### config.mk
export PLATFORM = sky130hd
export DESIGN_NAME = adc_cfg_regs
export DESIGN_NICKNAME = d
export VERILOG_FILES = /design/src/rtl/adc_pkg.sv /design/src/rtl/adc_cmd_port.sv /design/src/rtl/adc_cfg_decode.sv /design/src/rtl/adc_cfg_regs.sv
export VERILOG_INCLUDE_DIRS = /design/src /design/src/rtl
export SDC_FILE = /design/constraint.sdc
export NUM_CORES = 1
export LEC_CHECK = 0
export BUFFER_PORTS_ARGS = -buffer_cell sky130_fd_sc_hd__buf_2
export CAP_MARGIN = 10
export CORE_ASPECT_RATIO = 0.7
export CORE_MARGIN = 2
export CORE_UTILIZATION = 51
export DETAILED_ROUTE_END_ITERATION = 7
export PLACE_DENSITY = 0.84
export RECOVER_POWER = 100
export SETUP_SLACK_MARGIN = 0.4
export SLEW_MARGIN = 25
export SYNTH_ARGS = -nofsm -noshare
export SYNTH_HDL_FRONTEND = slang
export SYNTH_SLANG_ARGS = --single-unit
### constraint.sdc
create_clock -name i_clk -period 3.1 [get_ports i_clk]
set_input_delay 0.62 -clock i_clk [delete_from_list [all_inputs] [get_ports i_clk]]
set_output_delay 0.62 -clock i_clk [all_outputs]
set_load 0.01 [all_outputs]
### src/rtl/adc_regs.svh
// adc_regs.svh: command codes, field positions and reset values of the
// three configuration registers.
// assumes: included by the package and the decode and register design files by its bare name.
`ifndef ADC_REGS_SVH
`define ADC_REGS_SVH

// command codes, write and read forms
`define ADC_WR_RATE      8'hc0
`define ADC_WR_DELAY     8'hc1
`define ADC_WR_MEM       8'hc2
`define ADC_RD_RATE      8'h40
`define ADC_RD_DELAY     8'h41
`define ADC_RD_MEM       8'h42

// reset values
`define ADC_RST_RATE     8'h00
`define ADC_RST_DELAY    8'h00
`define ADC_RST_MEM      8'h00

// writable field masks; d0 always zero, test bit d3 of delay register kept zero
`define ADC_MASK_RATE    8'hfe
`define ADC_MASK_DELAY   8'hf6
`define ADC_MASK_MEM     8'hfe

// field positions
`define ADC_B_PCM_SEL    7
`define ADC_B_I2S_SEL    6
`define ADC_B_PCM_HI     5
`define ADC_B_PCM_LO     4
`define ADC_B_RATE_HI    3
`define ADC_B_RATE_LO    1
`define ADC_B_MUTE_T     7
`define ADC_B_VOL_T      6
`define ADC_B_PART_HI    5
`define ADC_B_PART_LO    4
`define ADC_B_STEP_HI    2
`define ADC_B_STEP_LO    1
`define ADC_B_PTR_SRC    7
`define ADC_B_WORK_ADR   6
`define ADC_B_SHORT_BCK  5
`define ADC_B_WAVE_M     4
`define ADC_B_WAVP_HI    3
`define ADC_B_WAVP_LO    2
`define ADC_B_EXT_INS    1

// derived figures
`define ADC_MUTE_FRAMES  912
`define ADC_MUTE_LONG_X  4
`define ADC_VOL_LONG_FS  4
`define ADC_RING24_M0    3072
`define ADC_RING24_M1    2048
`define ADC_RING84_M1    2048
`define ADC_RING24_M2    1024
`define ADC_RING84_M2    2048
`define ADC_LIN24_M2     1024
`define ADC_AREA_B_BASE  11'h400
`define ADC_AREA_B_END   11'h5ff
`define ADC_AREA_A_END   11'h3ff
`define ADC_BCK_64       7'h40
`define ADC_BCK_32       7'h20
`define ADC_CKM_FIRST_BCK 3'h3
`define ADC_CKM_SHORT_BCK 3'h4
`define ADC_CKM_LAST_BCK  3'h5
`define ADC_B_TEST_BIT   3

`endif

### src/rtl/adc_pkg.sv
// adc_pkg.sv: types shared by the configuration register bank.
// assumes: adc_regs.svh is on the include path.
`include "adc_regs.svh"

package adc_pkg;

	// decoded framing selection
	typedef enum logic [1:0] {
		ADC_FMT_JUSTIFIED,
		ADC_FMT_I2S,
		ADC_FMT_PCM
	} adc_fmt_t;

	// decoded sample rate
	typedef enum logic [2:0] {
		ADC_FS_48,
		ADC_FS_32,
		ADC_FS_16,
		ADC_FS_8,
		ADC_FS_96,
		ADC_FS_BAD
	} adc_fs_t;

	// serial port configuration
	typedef struct packed {
		adc_fmt_t   fmt;
		logic       pcm_long_frame;
		logic       pcm_falling_edge;
		adc_fs_t    fs;
		logic [6:0] bck_per_frame;
	} adc_port_cfg_t;

	// memory configuration
	typedef struct packed {
		logic [11:0] ring24_words;
		logic [11:0] ring84_words;
		logic [11:0] lin24_words;
		logic        part_applies_84;
		logic [3:0]  step_period;
		logic        ptr_from_bus;
		logic        area_b_linear;
		logic        wave_half;
		logic [1:0]  wave_points;
		logic        ext_instr;
	} adc_mem_cfg_t;

	// ramp configuration
	typedef struct packed {
		logic [11:0] mute_frames;
		logic [2:0]  vol_step_fs;
	} adc_ramp_cfg_t;

endpackage : adc_pkg

### src/rtl/adc_cmd_port.sv
// adc_cmd_port.sv: command port front end; resynchronises the host's write
// and read strobes and presents one-cycle requests to the register bank.
// assumes: strobes are levels from the host, held at least three clocks.
`timescale 1ns/100ps

module adc_cmd_port
	import adc_pkg::*;
(
	// clock and reset
	input  wire logic       i_clk,
	input  wire logic       i_rst_b,
	input  wire logic       i_ce,
	// host side, asynchronous
	input  wire logic       i_wr_req,
	input  wire logic       i_rd_req,
	input  wire logic [7:0] i_cmd,
	input  wire logic [7:0] i_wdata,
	// bank side
	output logic            o_wr_pulse,
	output logic            o_rd_pulse,
	output logic [7:0]      o_cmd,
	output logic [7:0]      o_wdata
);

	//////////////////////////////////////////////////////////////////////
	// two-stage synchronisers plus one edge stage
	logic [2:0] wr_sync_ff, nxt_wr_sync;
	logic [2:0] rd_sync_ff, nxt_rd_sync;
	logic [7:0] cmd_s1_ff, cmd_s2_ff, nxt_cmd_s1, nxt_cmd_s2;
	logic [7:0] dat_s1_ff, dat_s2_ff, nxt_dat_s1, nxt_dat_s2;

	// next values; data is stable before the strobe so no gray coding needed
	always_comb begin
		nxt_wr_sync = i_ce ? {wr_sync_ff[1:0], i_wr_req} : wr_sync_ff;
		nxt_rd_sync = i_ce ? {rd_sync_ff[1:0], i_rd_req} : rd_sync_ff;
		nxt_cmd_s1  = i_ce ? i_cmd : cmd_s1_ff;
		nxt_cmd_s2  = i_ce ? cmd_s1_ff : cmd_s2_ff;
		nxt_dat_s1  = i_ce ? i_wdata : dat_s1_ff;
		nxt_dat_s2  = i_ce ? dat_s1_ff : dat_s2_ff;
	end

	always_ff @(posedge i_clk or negedge i_rst_b) begin
		if (!i_rst_b) begin
			wr_sync_ff <= 3'h0;
			rd_sync_ff <= 3'h0;
			cmd_s1_ff  <= 8'h00;
			cmd_s2_ff  <= 8'h00;
			dat_s1_ff  <= 8'h00;
			dat_s2_ff  <= 8'h00;
		end else begin
			wr_sync_ff <= nxt_wr_sync;
			rd_sync_ff <= nxt_rd_sync;
			cmd_s1_ff  <= nxt_cmd_s1;
			cmd_s2_ff  <= nxt_cmd_s2;
			dat_s1_ff  <= nxt_dat_s1;
			dat_s2_ff  <= nxt_dat_s2;
		end
	end

	// rising edges seen only on synchronised stages
	assign o_wr_pulse = i_ce & wr_sync_ff[1] & ~wr_sync_ff[2];
	assign o_rd_pulse = i_ce & rd_sync_ff[1] & ~rd_sync_ff[2];
	assign o_cmd      = cmd_s2_ff;
	assign o_wdata    = dat_s2_ff;

endmodule : adc_cmd_port

### src/rtl/adc_cfg_decode.sv
// adc_cfg_decode.sv: turns the raw register values into structured settings
// for the serial port, ramps and memory addressing.
// assumes: inputs come from registers on the same clock.
`timescale 1ns/100ps
`include "adc_regs.svh"

module adc_cfg_decode
	import adc_pkg::*;
(
	// raw register values and pins
	input  wire logic [7:0]  i_rate,
	input  wire logic [7:0]  i_delay,
	input  wire logic [7:0]  i_mem,
	input  wire logic [2:0]  i_ckm,
	// decoded settings
	output adc_port_cfg_t    o_port,
	output adc_mem_cfg_t     o_mem,
	output adc_ramp_cfg_t    o_ramp
);

	// rate code to fs; pins fix the rate in bit-clock slave modes
	function automatic adc_fs_t rate_dec(input logic [2:0] code, input logic [2:0] ckm);
		adc_fs_t f;
		f = ADC_FS_BAD;
		if (ckm == `ADC_CKM_FIRST_BCK) begin
			f = ADC_FS_48;
		end else if (ckm > `ADC_CKM_LAST_BCK) begin
			f = ADC_FS_BAD; // modes 6 and 7 have no usable rate
		end else if (ckm > `ADC_CKM_FIRST_BCK) begin
			f = ADC_FS_8;
		end else begin
			case (code)
				3'h0: f = ADC_FS_48;
				3'h1: f = ADC_FS_32;
				3'h2: f = ADC_FS_16;
				3'h3: f = ADC_FS_8;
				3'h4: f = ADC_FS_96;
				default: f = ADC_FS_BAD;
			endcase
		end
		return f;
	endfunction : rate_dec

	//////////////////////////////////////////////////////////////////////
	// serial port framing
	always_comb begin
		o_port = '0;
		if (i_rate[`ADC_B_PCM_SEL]) begin
			o_port.fmt              = ADC_FMT_PCM;
			o_port.pcm_long_frame   = i_rate[`ADC_B_PCM_HI];
			o_port.pcm_falling_edge = i_rate[`ADC_B_PCM_LO];
		end else if (i_rate[`ADC_B_I2S_SEL]) begin
			o_port.fmt = ADC_FMT_I2S;
		end else begin
			o_port.fmt = ADC_FMT_JUSTIFIED;
		end
		o_port.fs = rate_dec(i_rate[`ADC_B_RATE_HI:`ADC_B_RATE_LO], i_ckm);
		o_port.bck_per_frame = i_mem[`ADC_B_SHORT_BCK] ? `ADC_BCK_32 : `ADC_BCK_64;
	end

	// ramp timing
	always_comb begin
		o_ramp.mute_frames = i_delay[`ADC_B_MUTE_T] ?
			12'(`ADC_MUTE_FRAMES * `ADC_MUTE_LONG_X) : 12'(`ADC_MUTE_FRAMES);
		o_ramp.vol_step_fs = i_delay[`ADC_B_VOL_T] ? 3'(`ADC_VOL_LONG_FS) : 3'h1;
	end

	// delay and work memory
	always_comb begin
		o_mem = '0;
		case (i_delay[`ADC_B_PART_HI:`ADC_B_PART_LO])
			2'h0: o_mem.ring24_words = 12'(`ADC_RING24_M0);
			2'h1: begin
				o_mem.ring24_words = 12'(`ADC_RING24_M1);
				o_mem.ring84_words = 12'(`ADC_RING84_M1);
			end
			2'h2: begin
				o_mem.ring24_words = 12'(`ADC_RING24_M2);
				o_mem.ring84_words = 12'(`ADC_RING84_M2);
				o_mem.lin24_words  = 12'(`ADC_LIN24_M2);
			end
			default: o_mem.ring24_words = 12'(`ADC_RING24_M0);
		endcase
		o_mem.part_applies_84 = (i_delay[`ADC_B_PART_HI:`ADC_B_PART_LO] != 2'h0);
		o_mem.step_period   = 4'(4'h1 << i_delay[`ADC_B_STEP_HI:`ADC_B_STEP_LO]);
		o_mem.ptr_from_bus  = i_mem[`ADC_B_PTR_SRC];
		o_mem.area_b_linear = i_mem[`ADC_B_WORK_ADR];
		o_mem.wave_half     = i_mem[`ADC_B_WAVE_M];
		o_mem.wave_points   = i_mem[`ADC_B_WAVP_HI:`ADC_B_WAVP_LO];
		o_mem.ext_instr     = i_mem[`ADC_B_EXT_INS];
	end

endmodule : adc_cfg_decode

### src/rtl/adc_cfg_regs.sv
// adc_cfg_regs.sv: rate/format, delay-memory and memory-mode control
// registers, with a delay-memory address stepper and work-memory address
// wrap logic driven from them.
// assumes: host strobes are asynchronous levels; clock mode pins are static.
`timescale 1ns/100ps
`include "adc_regs.svh"

module adc_cfg_regs
	import adc_pkg::*;
#(
	parameter int WORK_ADDR_W = 11
) (
	// clock, enable and initial reset
	input  wire logic                   i_clk,
	input  wire logic                   i_rst_b,
	input  wire logic                   i_ce,
	// host command port
	input  wire logic                   i_wr_req,
	input  wire logic                   i_rd_req,
	input  wire logic [7:0]             i_cmd,
	input  wire logic [7:0]             i_wdata,
	output logic [7:0]                  o_rdata,
	output logic                        o_rd_valid,
	// device pins and processor events
	input  wire logic [2:0]             i_clock_mode_pins,
	input  wire logic                   i_sample_tick,
	input  wire logic                   i_work_step,
	input  wire logic                   i_work_area_b,
	// decoded configuration
	output adc_port_cfg_t               o_port_cfg,
	output adc_mem_cfg_t                o_mem_cfg,
	output adc_ramp_cfg_t               o_ramp_cfg,
	output logic                        o_delay_addr_step,
	output logic [WORK_ADDR_W-1:0]      o_work_addr
);

	//////////////////////////////////////////////////////////////////////
	// elaboration check
	initial begin
		if (WORK_ADDR_W != 11) begin
			$error("work address must be 11 bits wide to hold areas a and b");
		end
	end

	// masks a written byte to its defined fields
	function automatic logic [7:0] field_mask(input logic [7:0] v, input logic [7:0] m);
		return v & m;
	endfunction : field_mask

	//////////////////////////////////////////////////////////////////////
	// command front end and pin synchronisers
	logic       wr_pulse, rd_pulse;
	logic [7:0] cmd, wdata;
	logic [2:0] ckm_s1_ff, ckm_s2_ff, nxt_ckm_s1, nxt_ckm_s2;
	logic [1:0] tick_sync_ff, nxt_tick_sync;
	logic       tick_d_ff, nxt_tick_d;

	adc_cmd_port u_cmd (
		.i_clk      (i_clk),
		.i_rst_b    (i_rst_b),
		.i_ce       (i_ce),
		.i_wr_req   (i_wr_req),
		.i_rd_req   (i_rd_req),
		.i_cmd      (i_cmd),
		.i_wdata    (i_wdata),
		.o_wr_pulse (wr_pulse),
		.o_rd_pulse (rd_pulse),
		.o_cmd      (cmd),
		.o_wdata    (wdata)
	);

	// pins and the sample tick come from outside this clock
	always_comb begin
		nxt_ckm_s1    = i_ce ? i_clock_mode_pins : ckm_s1_ff;
		nxt_ckm_s2    = i_ce ? ckm_s1_ff : ckm_s2_ff;
		nxt_tick_sync = i_ce ? {tick_sync_ff[0], i_sample_tick} : tick_sync_ff;
		nxt_tick_d    = i_ce ? tick_sync_ff[1] : tick_d_ff;
	end

	always_ff @(posedge i_clk or negedge i_rst_b) begin
		if (!i_rst_b) begin
			ckm_s1_ff    <= 3'h0;
			ckm_s2_ff    <= 3'h0;
			tick_sync_ff <= 2'h0;
			tick_d_ff    <= 1'b0;
		end else begin
			ckm_s1_ff    <= nxt_ckm_s1;
			ckm_s2_ff    <= nxt_ckm_s2;
			tick_sync_ff <= nxt_tick_sync;
			tick_d_ff    <= nxt_tick_d;
		end
	end

	//////////////////////////////////////////////////////////////////////
	// register bank
	logic [7:0] rate_ff, delay_ff, mem_ff;
	logic [7:0] nxt_rate, nxt_delay, nxt_mem;
	logic [7:0] rdata_ff, nxt_rdata;
	logic       rd_valid_ff, nxt_rd_valid;
	logic       commit;

	// a byte with d0 set is refused so half-formed values never land
	assign commit = wr_pulse & ~wdata[0];

	// next register values; only the initial reset pin clears them, there is
	// no system-reset input here on purpose
	always_comb begin
		nxt_rate  = rate_ff;
		nxt_delay = delay_ff;
		nxt_mem   = mem_ff;
		if (commit) begin
			if (cmd == `ADC_WR_RATE) begin
				nxt_rate = field_mask(wdata, `ADC_MASK_RATE);
			end else if (cmd == `ADC_WR_DELAY) begin
				nxt_delay = field_mask(wdata, `ADC_MASK_DELAY);
			end else if (cmd == `ADC_WR_MEM) begin
				nxt_mem = field_mask(wdata, `ADC_MASK_MEM);
			end
		end
	end

	// read path; unknown codes read zero
	always_comb begin
		nxt_rdata    = rdata_ff;
		nxt_rd_valid = rd_pulse;
		if (rd_pulse) begin
			if (cmd == `ADC_RD_RATE) begin
				nxt_rdata = rate_ff;
			end else if (cmd == `ADC_RD_DELAY) begin
				nxt_rdata = delay_ff;
			end else if (cmd == `ADC_RD_MEM) begin
				nxt_rdata = mem_ff;
			end else begin
				nxt_rdata = 8'h00;
			end
		end
		if (!i_ce) begin
			nxt_rd_valid = rd_valid_ff;
		end
	end

	always_ff @(posedge i_clk or negedge i_rst_b) begin
		if (!i_rst_b) begin
			rate_ff     <= `ADC_RST_RATE;
			delay_ff    <= `ADC_RST_DELAY;
			mem_ff      <= `ADC_RST_MEM;
			rdata_ff    <= 8'h00;
			rd_valid_ff <= 1'b0;
		end else if (i_ce) begin
			rate_ff     <= nxt_rate;
			delay_ff    <= nxt_delay;
			mem_ff      <= nxt_mem;
			rdata_ff    <= nxt_rdata;
			rd_valid_ff <= nxt_rd_valid;
		end
	end

	assign o_rdata    = rdata_ff;
	assign o_rd_valid = rd_valid_ff;

	//////////////////////////////////////////////////////////////////////
	// decoded settings
	adc_cfg_decode u_dec (
		.i_rate  (rate_ff),
		.i_delay (delay_ff),
		.i_mem   (mem_ff),
		.i_ckm   (ckm_s2_ff),
		.o_port  (o_port_cfg),
		.o_mem   (o_mem_cfg),
		.o_ramp  (o_ramp_cfg)
	);

	//////////////////////////////////////////////////////////////////////
	// delay-memory address stepper: one step each 1, 2, 4 or 8 samples
	logic [2:0] samp_cnt_ff, nxt_samp_cnt;
	logic       step_ff, nxt_step;
	logic       tick;
	logic [2:0] step_last;

	assign tick      = tick_sync_ff[1] & ~tick_d_ff;
	assign step_last = 3'(o_mem_cfg.step_period - 4'h1);

	always_comb begin
		nxt_samp_cnt = samp_cnt_ff;
		nxt_step     = 1'b0;
		if (tick) begin
			if (samp_cnt_ff >= step_last) begin
				nxt_samp_cnt = 3'h0;
				nxt_step     = 1'b1;
			end else begin
				nxt_samp_cnt = samp_cnt_ff + 3'h1;
			end
		end
		if (!i_ce) begin
			nxt_step = step_ff;
		end
	end

	always_ff @(posedge i_clk or negedge i_rst_b) begin
		if (!i_rst_b) begin
			samp_cnt_ff <= 3'h0;
			step_ff     <= 1'b0;
		end else if (i_ce) begin
			samp_cnt_ff <= nxt_samp_cnt;
			step_ff     <= nxt_step;
		end
	end

	assign o_delay_addr_step = step_ff;

	//////////////////////////////////////////////////////////////////////
	// work-memory pointer: area a rings, area b rings or saturates linearly
	logic [WORK_ADDR_W-1:0] wptr_ff, nxt_wptr;

	always_comb begin
		nxt_wptr = wptr_ff;
		if (i_work_step) begin
			if (!i_work_area_b) begin
				nxt_wptr = (wptr_ff >= `ADC_AREA_A_END) ? '0 : wptr_ff + 1'b1;
			end else if (wptr_ff < `ADC_AREA_B_BASE) begin
				nxt_wptr = `ADC_AREA_B_BASE;
			end else if (wptr_ff >= `ADC_AREA_B_END) begin
				nxt_wptr = o_mem_cfg.area_b_linear ? `ADC_AREA_B_END
					: `ADC_AREA_B_BASE;
			end else begin
				nxt_wptr = wptr_ff + 1'b1;
			end
		end
	end

	always_ff @(posedge i_clk or negedge i_rst_b) begin
		if (!i_rst_b) begin
			wptr_ff <= '0;
		end else if (i_ce) begin
			wptr_ff <= nxt_wptr;
		end
	end

	assign o_work_addr = wptr_ff;

	//////////////////////////////////////////////////////////////////////
	// checks
	a_d0_refused: assert property (@(posedge i_clk) disable iff (!i_rst_b)
		(i_ce && wr_pulse && wdata[0]) |=> $stable(rate_ff) && $stable(mem_ff))
		else $error("write with d0 set changed a register");
	a_read_zero_lsb: assert property (@(posedge i_clk) disable iff (!i_rst_b)
		o_rd_valid |-> (o_rdata[0] == 1'b0))
		else $error("read data bit d0 not zero");
	a_rate_write: assert property (@(posedge i_clk) disable iff (!i_rst_b)
		(i_ce && commit && cmd == `ADC_WR_RATE) |=> rate_ff == $past(wdata))
		else $error("rate register did not take written value");
	a_test_bit_zero: assert property (@(posedge i_clk) disable iff (!i_rst_b)
		delay_ff[`ADC_B_TEST_BIT] == 1'b0)
		else $error("delay test bit not zero");
	a_pcm_selects: assert property (@(posedge i_clk) disable iff (!i_rst_b)
		rate_ff[`ADC_B_PCM_SEL] |-> o_port_cfg.fmt == ADC_FMT_PCM)
		else $error("pcm bit did not select pcm framing");
	a_pcm_field_gated: assert property (@(posedge i_clk) disable iff (!i_rst_b)
		!rate_ff[`ADC_B_PCM_SEL] |-> !o_port_cfg.pcm_long_frame && !o_port_cfg.pcm_falling_edge)
		else $error("pcm framing field used while pcm off");
	a_pins_fix_rate: assert property (@(posedge i_clk) disable iff (!i_rst_b)
		(ckm_s2_ff == `ADC_CKM_SHORT_BCK) |-> o_port_cfg.fs == ADC_FS_8)
		else $error("clock mode pins did not fix rate");
	a_mute_time: assert property (@(posedge i_clk) disable iff (!i_rst_b)
		delay_ff[`ADC_B_MUTE_T] |-> o_ramp_cfg.mute_frames == 12'd3648)
		else $error("long mute ramp length wrong");
	a_step_spacing: assert property (@(posedge i_clk) disable iff (!i_rst_b)
		(step_ff && delay_ff[`ADC_B_STEP_HI:`ADC_B_STEP_LO] == 2'h3 && i_ce) |=> !step_ff [*2])
		else $error("delay address stepped too soon");
	a_area_a_ring: assert property (@(posedge i_clk) disable iff (!i_rst_b)
		(i_ce && i_work_step && !i_work_area_b && wptr_ff == `ADC_AREA_A_END)
		|=> wptr_ff == '0)
		else $error("area a pointer did not wrap");

endmodule : adc_cfg_regs

# [After elaboration in Yosys (flattened, before gate mapping)]
# Cells that the tools add are included.
[totals] reg_bits=91 out_inout_bits=97 elab_cells=86 input_bits=27
[classes] n_addsub=3 n_bitwise=12 n_reduce_logical=9 order_cmp=6 eq_ne=13 n_mux=24 n_shift=1
[ops] op="$mux W11" count=5
[ops] op="$eq A8 B7 Y1 const B" count=3
[ops] op="$eq A8 B8 Y1 const B" count=3
[ops] op="$mux W12" count=2
[ops] op="$mux W8" count=3
[ops] op="$pmux W12 S2" count=1
[ops] op="$mux W3" count=5
[ops] op="$pmux W3 S5" count=1
[ops] op="$add A11 B1 Y11 const B" count=1
[ops] op="$ge A11 B10 Y1 const B" count=1
[ops] op="$ge A11 B11 Y1 const B" count=1
[ops] op="$lt A11 B11 Y1 const B" count=1
[ops] op="$eq A3 B2 Y1 const B" count=3
[ops] op="$mux W9" count=1
[ops] op="$mux W7" count=1
[ops] op="$and A1 B1 Y1" count=6
[ops] op="$not A1 Y1" count=6
[ops] op="$reduce_and A2 Y1" count=3
[ops] op="$reduce_and A5 Y1" count=1
[ops] op="$mux W2" count=2
[ops] op="$reduce_and A4 Y1" count=1
[ops] op="$shl A1 B2 Y4 const A" count=1
[ops] op="$add A3 B1 Y3 const B" count=1
[ops] op="$eq A3 B1 Y1 const B" count=1
[ops] op="12 further kinds" count=14

# [Logic depth before layout (Yosys ltp)]
# Gate-level depths: netlist of the first run.
[depth] depth_word=5 depth_mapped=7 ltp_nobuf=7

# [By module]
# A second synthesis of the first run with hierarchy kept.
[unflattened] cells_unflattened=404 area_unflattened_um2=4620.7
[modules_own_cells] module="adc_cfg_regs" cells_each=234 area_per_inst_um2=2556.2 seq_area_each_um2=1301.2 n_inst=1
[modules_own_cells] module="adc_cmd_port" cells_each=82 area_per_inst_um2=1441.4 seq_area_each_um2=950.9 n_inst=1
[modules_own_cells] module="adc_cfg_decode" cells_each=88 area_per_inst_um2=623.1 seq_area_each_um2=0.0 n_inst=1

# [Worst setup path before layout of the first run]
# No wires, ideal clock.
[synth_timing] kind="input-to-reg" start="in i_ce" end="reg delay_ff[1]" n_path_buf=1 required_ps=2975 stages=6 path_slack_ps=1268 arrival_ps=1707 setup_ps=125 cell_sequence="buf_4 nand2_1 nor3_4 and3b_1 nand4_2 mux2_2"
[synth_via] elab_chain_cells=4
[synth_lines] item="start: declaration" line_no="adc_cfg_regs.sv:16" text="input wire logic i_ce,"
[synth_lines] item="$and A1 B1 Y1 (2 in a row)" line_no="adc_cmd_port.sv:61" text="assign o_wr_pulse = i_ce & wr_sync_ff[1] & ~wr_sync_ff[2];"
[synth_lines] item="$and A1 B1 Y1" line_no="adc_cfg_regs.sv:103" text="assign commit = wr_pulse & ~wdata[0];"
[synth_lines] item="$reduce_and A4 Y1 (no source line) *"
[synth_lines] item="end signal: assignment" line_no="adc_cfg_regs.sv:145" text="delay_ff <= `ADC_RST_DELAY;"
[synth_lines] item="end signal: assignment" line_no="adc_cfg_regs.sv:151" text="delay_ff <= nxt_delay;"
[synth_lines] item="end: declaration" line_no="adc_cfg_regs.sv:96" text="logic [7:0] rate_ff, delay_ff, mem_ff;"
# Every way passes the cells marked *; elsewhere a longest branch is shown, timed or not.
# A chain may end at the register's enable or synchronous reset.

# [Worst setup path after layout of the first run]
[layout_timing] start="in i_ce" end="reg wptr_ff[2] (netlist: o_work_addr[2])"
[layout_via] elab_chain_cells=1
[layout_lines] item="$reduce_and A2 Y1 (no source line)"
[layout_lines] item="end signal: assignment" line_no="adc_cfg_regs.sv:235" text="wptr_ff <= nxt_wptr;"
[layout_lines] item="end: declaration" line_no="adc_cfg_regs.sv:213" text="logic [WORK_ADDR_W-1:0] wptr_ff, nxt_wptr;"
# No other way between the ends.

==> flow_summary.toml, run 1 <==
[outcome]
status = "finished, violations left"
violations = "max-capacitance violations, max-slew violations"

[clock_tree]
clock-sinks = 90
cts_hold_buf = 0
cts_resized = 0
insertion_delay_ns = 0.34
h-tree-depth = 3
path_clk_slew_ns = 0.06
cts_buffers = 9
cts_tree = "built"
root_buffer = "clkbuf_16"
clock_path_buffers = 2
cts_setup_buffers = 0

[die]
core_area_sq_um = 8550
fp.dieArea_sq_um = 9720
die_h_microns = 83.1
dieWidth_microns = 117
initial_core_util_pct = 53.3
fp-row-count = 28
pin_count = 124

[grt]
grt_start_max_net_pins = 91
antenna_found_initial = 0
grt_pass1_vias = 2939
grt_usage_pct = 19.9
gr-total-overflow = 0
grt_pass1_wl_mm = 15.0

[power_and_ir_drop]
power_density_nw_per_um2 = 617
p_leak_nw = 2.30
clock_power_share_pct = 38.7
seqPwrFrac_pct = 47.1
p_switching_mw = 0.857
design_power_total_mw = 3.12
swShare_pct = 27.5
vdd_drop_max_v = 0.000375
pwr-share-comb_pct = 14.2
internal_power_mw = 2.26

[drt]
ant_nets = 0
dr.first_iter.drc_count = 153
vias_per_cell = 5.24
drt-total-wl_mm = 9.03
drc = 0
vias = 3100
first_pass_iters = 4
drt-wirelength-per-cell_microns = 15.3

[setup_path]
worstPathRequired_ns = 3.35
slowest_delay_ns = 0.91
crit_fanout = 53
reg2reg_to = "o_work_addr[2]$_DFFE_PN0P_"
worstPathCellList = "buf_2, clkbuf_2, and2_0, o21ai_0, a22oi_1"
reg2reg_depth = 6
worst-path-buf-inv = 2
arrival_ns = 2.68
critPathKind = "input port to flip-flop"
r2r-start = "o_work_addr[0]$_DFFE_PN0P_"
crit_path_start_kind = "input port"
cp-end-kind = "flip-flop"
ff2ff_setup_slack_ns = 0.86
crit_slowest_cell = "clkbuf_2"
critPathTopFamily = "buffers and inverters"

[timing]
tightest_slew_ns = 2.17
report.final.slew_viol_count = 91
hold_viol_final = 0
finalSetupViolCount = 0
fin_setup_tns_ns = 0
max_slew_margin_pct = -44.5
finalCriticalPeriod_ns = 2.43
fmax_mhz = 411
fin_skew_ns = 0.00659
rsz0062_at_grt = "false"
setup_ws_ns = 0.670
period_share_pct = 78.4

[layout]
postLayoutCoreUtil_pct = 59.1
drive_gt1_share_pct = 25.6
antenna_cells = 0
syn_to_final_growth_pct = 11.0
finalInstanceArea_sq_um = 5050
nets = 503

[synthesis]
synth_top_cell_by_area = "dfrtp_1"
synth_top_area_share_pct = 49.4
synth_xor_area_share_pct = 0
synth-async-reset-ratio_pct = 100
yosysSeqAreaShare_pct = 49.4
synth_ff_type = "dfrtp_1"
syn_area_sq_um = 4560
synth_common_cells = "dfrtp_1 (90), mux2_2 (66), buf_4 (53)"
synth_compound_area_share_pct = 9.34
synth_seq_cells = 90
muxShareOfSynthArea_pct = 16.5
synth-edff-count = 0
syn_avg_cell_area_sq_um = 11.5
synth_top_family_by_area = "multiplexers"
synth_adder_area_share_pct = 2.47
synthCells = 397
netlist_top_cells_area = "dfrtp_1 (49%), mux2_2 (16%), buf_4 (8.7%)"
synthDistinctLibCells = 47
synth-simple-area-share_pct = 10.8
synth_warnings = 0
yosysMostFrequentCell = "dfrtp_1"

[run]
drv_cap = 1

[placement]
gp_congestion = 0.870
placed_area_sq_um = 4830
port_buffers = 78
pre_cts_slack_ns = 0.903
dp_hpwl_mm = 6.38

[worst_hold_path]
worstHoldStart = "o_rdata[6]$_DFFE_PN0P_"
hold_depth = 2
hold_end = "o_rdata[6]$_DFFE_PN0P_"
min_path_type = "flip-flop to flip-flop"
==> worst max path at each step <==
stage	from	to	depth (start not counted)
CTS	o_work_addr[0]$_DFFE_PN0P_	o_work_addr[2]$_DFFE_PN0P_	6
detailed placement	i_ce	o_work_addr[2]$_DFFE_PN0P_	5
global route	i_ce	o_work_addr[3]$_DFFE_PN0P_	5
global placement	i_ce	o_rdata[4]$_DFFE_PN0P_	5
finish	i_ce	o_work_addr[2]$_DFFE_PN0P_	5
floorplan	i_ce	delay_ff[1]$_DFFE_PN0P_	6
==> power groups by stage <==
stage / Sequential [mW] / Combinational, mW / Clock [mW]
after global routing: 1.49 / 0.503 / 1.28
after detailed placement: 1.49 / 0.459 / 0
after global placement: 1.48 / 0.435 / 0
after CTS: 1.47 / 0.461 / 1.24
after floorplan: 1.45 / 0.356 / 0
final: 1.47 / 0.442 / 1.21
==> through the flow <==
step,instances,hold slack (ns)
3_3_place_gp,576,0.458
2_1_floorplan,440,0.324
5_1_grt,592,0.497
3_5_place_dp,576,0.466
4_1_cts,592,0.370
6_report,592,0.482
==> worst reg2reg max path: cells and delay by family (launching register included) <==
| kind | cells | cell delay [ns] |
|---|---|---|
| fa+ha+maj | 1 | 0.33 |
| simple gates | 1 | 0.09 |
| compound gates | 4 | 1.29 |
| flops | 1 | 0.44 |
==> placed cells by master (no fill, tap or decap), types with 2 or more instances in the layout <==
cell type	instances
clkbuf_1	51
o21ai_0	26
nand2b_1	2
dfrtp_1	90
conb_1	45
nor2b_1	5
mux2_2	66
a21o_1	3
nor4_1	2
a22oi_1	8
clkbuf_8	3
nand3_1	4
a21oi_1	15
bufinv_16	2
buf_2	26
nand4_1	5
o22ai_1	3
and3_1	2
ha_1	9
nand2_1	27
nor3_1	2
clkbuf_16	9
clkbuf_2	2
a2bb2oi_1	4
o21a_1	2
inv_1	20
nor4_4	2
and2_1	2
nor2_1	11
and2_0	2
nand3b_1	3
==> cell type report <==
| type | count | area [sq um] |
|---|---|---|
| Tap cell | 120 | 150 |
| Fill cell | 720 | 3490 |
| Sequential cell | 90 | 2250 |
| Inverter | 20 | 75.1 |
| Timing Repair Buffer | 79 | 332 |
| Clock buffer | 12 | 267 |
| Clock inverter | 4 | 72.6 |
| Multi-Input combinational cell | 267 | 1910 |
==> state kept, by name, summed over array words and instances (netlist names) <==
signal             cells
o_rd_valid             1
u_cmd.o_cmd            8
o_delay_addr_step      1
o_work_addr           11
tick_sync_ff           2
tick_d_ff              1
mem_ff                 7
samp_cnt_ff            3
ckm_s1_ff              3
o_rdata                7
u_cmd.cmd_s1_ff        8
rate_ff                7
u_cmd.o_wdata          8
u_cmd.rd_sync_ff       3
ckm_s2_ff              3
delay_ff               6
u_cmd.wr_sync_ff       3
u_cmd.dat_s1_ff        8
==> kinds of logic (layout without fill, tap and decap cells) <==
kind of cell,Yosys count,count (layout)
flops,90,90
buf+inv,83,115
simple gates,77,77
compound gates,69,69
mux,67,67
fa+ha+maj,9,9
other cells,2,45
==> routing by layer <==
layer	track usage, %	part of all wire [%]
met2	29.1	46
met3	6.72	6.9
met1	28.6	46
met5	0	0
met4	4.81	0.93
No activity file was read; power rests on OpenSTA's default activity.
==> inputs of run 2 (changes only) <==
==> constraint.sdc (replaced) <==
create_clock -name i_clk -period 2.29 [get_ports i_clk]
set_input_delay 0.458 -clock i_clk [delete_from_list [all_inputs] [get_ports i_clk]]
set_output_delay 0.458 -clock i_clk [all_outputs]
set_load 0.01 [all_outputs]
==> flow_summary.toml, run 2 (synthesis results as in run 1) <==
[clock_tree]
cts_hold_buf = 0
clock-sinks = 90
root_buffer = "clkbuf_16"
clock_path_buffers = 2
cts_tree = "built"
insertion_delay_ns = 0.33
path_clk_slew_ns = 0.07
cts_buffers = 9
h-tree-depth = 3

[layout]
largest_reg_flops = 11
final_common_cell = "dfrtp_1"
drive_gt1_share_pct = 27.0
nets = 508
fin_cells = 597
antenna_cells = 0
syn_to_final_growth_pct = 12.3
layout_common_cells = "dfrtp_1 (89), mux2_2 (65), clkbuf_1 (52)"
finalInstanceArea_sq_um = 5120

[setup_path]
worstPathCellList = "or2_2, ha_1, nand2b_1, a21o_1, a21oi_1, a21oi_1, o22ai_1"
crit_top_cell = "a21oi_1"
worstPathRequired_ns = 2.54
critPathKind = "flip-flop to flip-flop"
crit_path_start_kind = "flip-flop"
critPathTopFamily = "compound AO/OA/AOI/OAI gates"
crit_slowest_cell = "dfrtp_2"
arrival_ns = 2.20
worst-path-buf-inv = 0
slowest_delay_ns = 0.43
cp-end-kind = "flip-flop"
crit_fanout = 6

[die]
die_h_microns = 83.1
fp.dieArea_sq_um = 9720
pin_count = 124
core_area_sq_um = 8550
dieWidth_microns = 117
fp-row-count = 28
initial_core_util_pct = 53.3

[placement]
gp_congestion = 0.865
dp_hpwl_mm = 6.42
place_inst = 580
placed_area_sq_um = 4870
port_buffers = 78

[power_and_ir_drop]
power_density_nw_per_um2 = 805
p_leak_nw = 2.31
vdd_drop_max_v = 0.000439

[timing]
holdWs_ns = 0.361
tightest_slew_ns = 1.20
report.final.slew_viol_count = 0
period_share_pct = 85.1
hold_viol_final = 0
max_slew_margin_pct = 20.2
fmax_mhz = 513
fin_skew_ns = 0.00934
finalSetupViolCount = 0
rsz0062_at_grt = "false"
fin_setup_tns_ns = 0
finalCriticalPeriod_ns = 1.95

[grt]
antenna_found_initial = 0
use_met1_pct = 28.7
grt_pass1_vias = 2848
gr-usage-met2_pct = 28.9
grt_start_max_net_pins = 54
gr-total-overflow = 0
grt.busiest_layer = "met2"
grt_pass1_wl_mm = 14.5
met3_usage_pct = 3.80
grt_usage_pct = 19.2

[drt]
vias_per_cell = 5.08
drt-wirelength-per-cell_microns = 15.0
vias = 3035
first_pass_iters = 4
drt-total-wl_mm = 8.94
ant_nets = 0
dr.first_iter.drc_count = 173
drc = 0

[outcome]
status = "finished clean"

[run]
drv_cap = 0

[worst_hold_path]
min_path_type = "input port to async pin"
[run 2: cell types whose count changed in the layout (fill, tap and decap cells not counted), sizes merged]
cell	change
buf	+6
bufinv	-1
clkbuf	-1
clkinvlp	+1
[run 2: cell type report]
type	instances	area, sq um
tap	120	150
clock buffer	12	256
sequential	90	2250
timing repair buffer	84	379
clock inverter	4	50.0
inverter	20	75.1
fill	737	3430
multi-input combinational	267	1950
[run 2: final timing paths]
check	start	to	slack [ns]	cells after the start
min reg2reg	o_rdata[5]$_DFFE_PN0P_	o_rdata[5]$_DFFE_PN0P_	0.49	2
max reg2reg	delay_ff[1]$_DFFE_PN0P_	samp_cnt_ff[2]$_DFFE_PN0P_	0.34	7
min in group i_clk	i_clock_mode_pins[0]	ckm_s1_ff[0]$_DFFE_PN0P_	0.36	2
max in group asynchronous	i_rst_b	ckm_s1_ff[2]$_DFFE_PN0P_	0.95	2
min	i_rst_b	o_work_addr[6]$_DFFE_PN0P_	0.36	1
max	delay_ff[1]$_DFFE_PN0P_	samp_cnt_ff[2]$_DFFE_PN0P_	0.34	7
[run 2: per-stage QoR]
| stage | utilization (%) | setup WS (ns) | power, mW |
|---|---|---|---|
| detailed placement | 57.0 | 0.247 | 2.65 |
| CTS | 60.8 | 0.396 | 4.15 |
| global placement | 57.0 | 0.379 | 2.61 |
| finish | 59.9 | 0.342 | 4.12 |
| global route | 59.9 | 0.202 | 4.33 |
| floorplan | - | 0.468 | 2.45 |
[run 2: metal layers]
layer  part of all wire, %  vias to the layer above
met5                     0                        -
met4                  0.83                        0
met3                   5.2                        7
met2                    47                       95
met1                    47                     1498
li1                      -                     1435
[run 2: power by group]
group          switching [mW]  internal, mW  total (mW)
clock                   0.577         0.903        1.48
combinational           0.357         0.276       0.633
sequential              0.238          1.77        2.01
total                    1.17          2.95        4.12
[run 2: repair_timing]
item / 4_1_cts / 5_1_grt
hold endpoints to repair: 0 / 0
gates resized for setup: 3 / 9
pin swaps: 1 / 3
endpoints found under the setup margin: 4 / 13
buffers inserted: 0 / 1
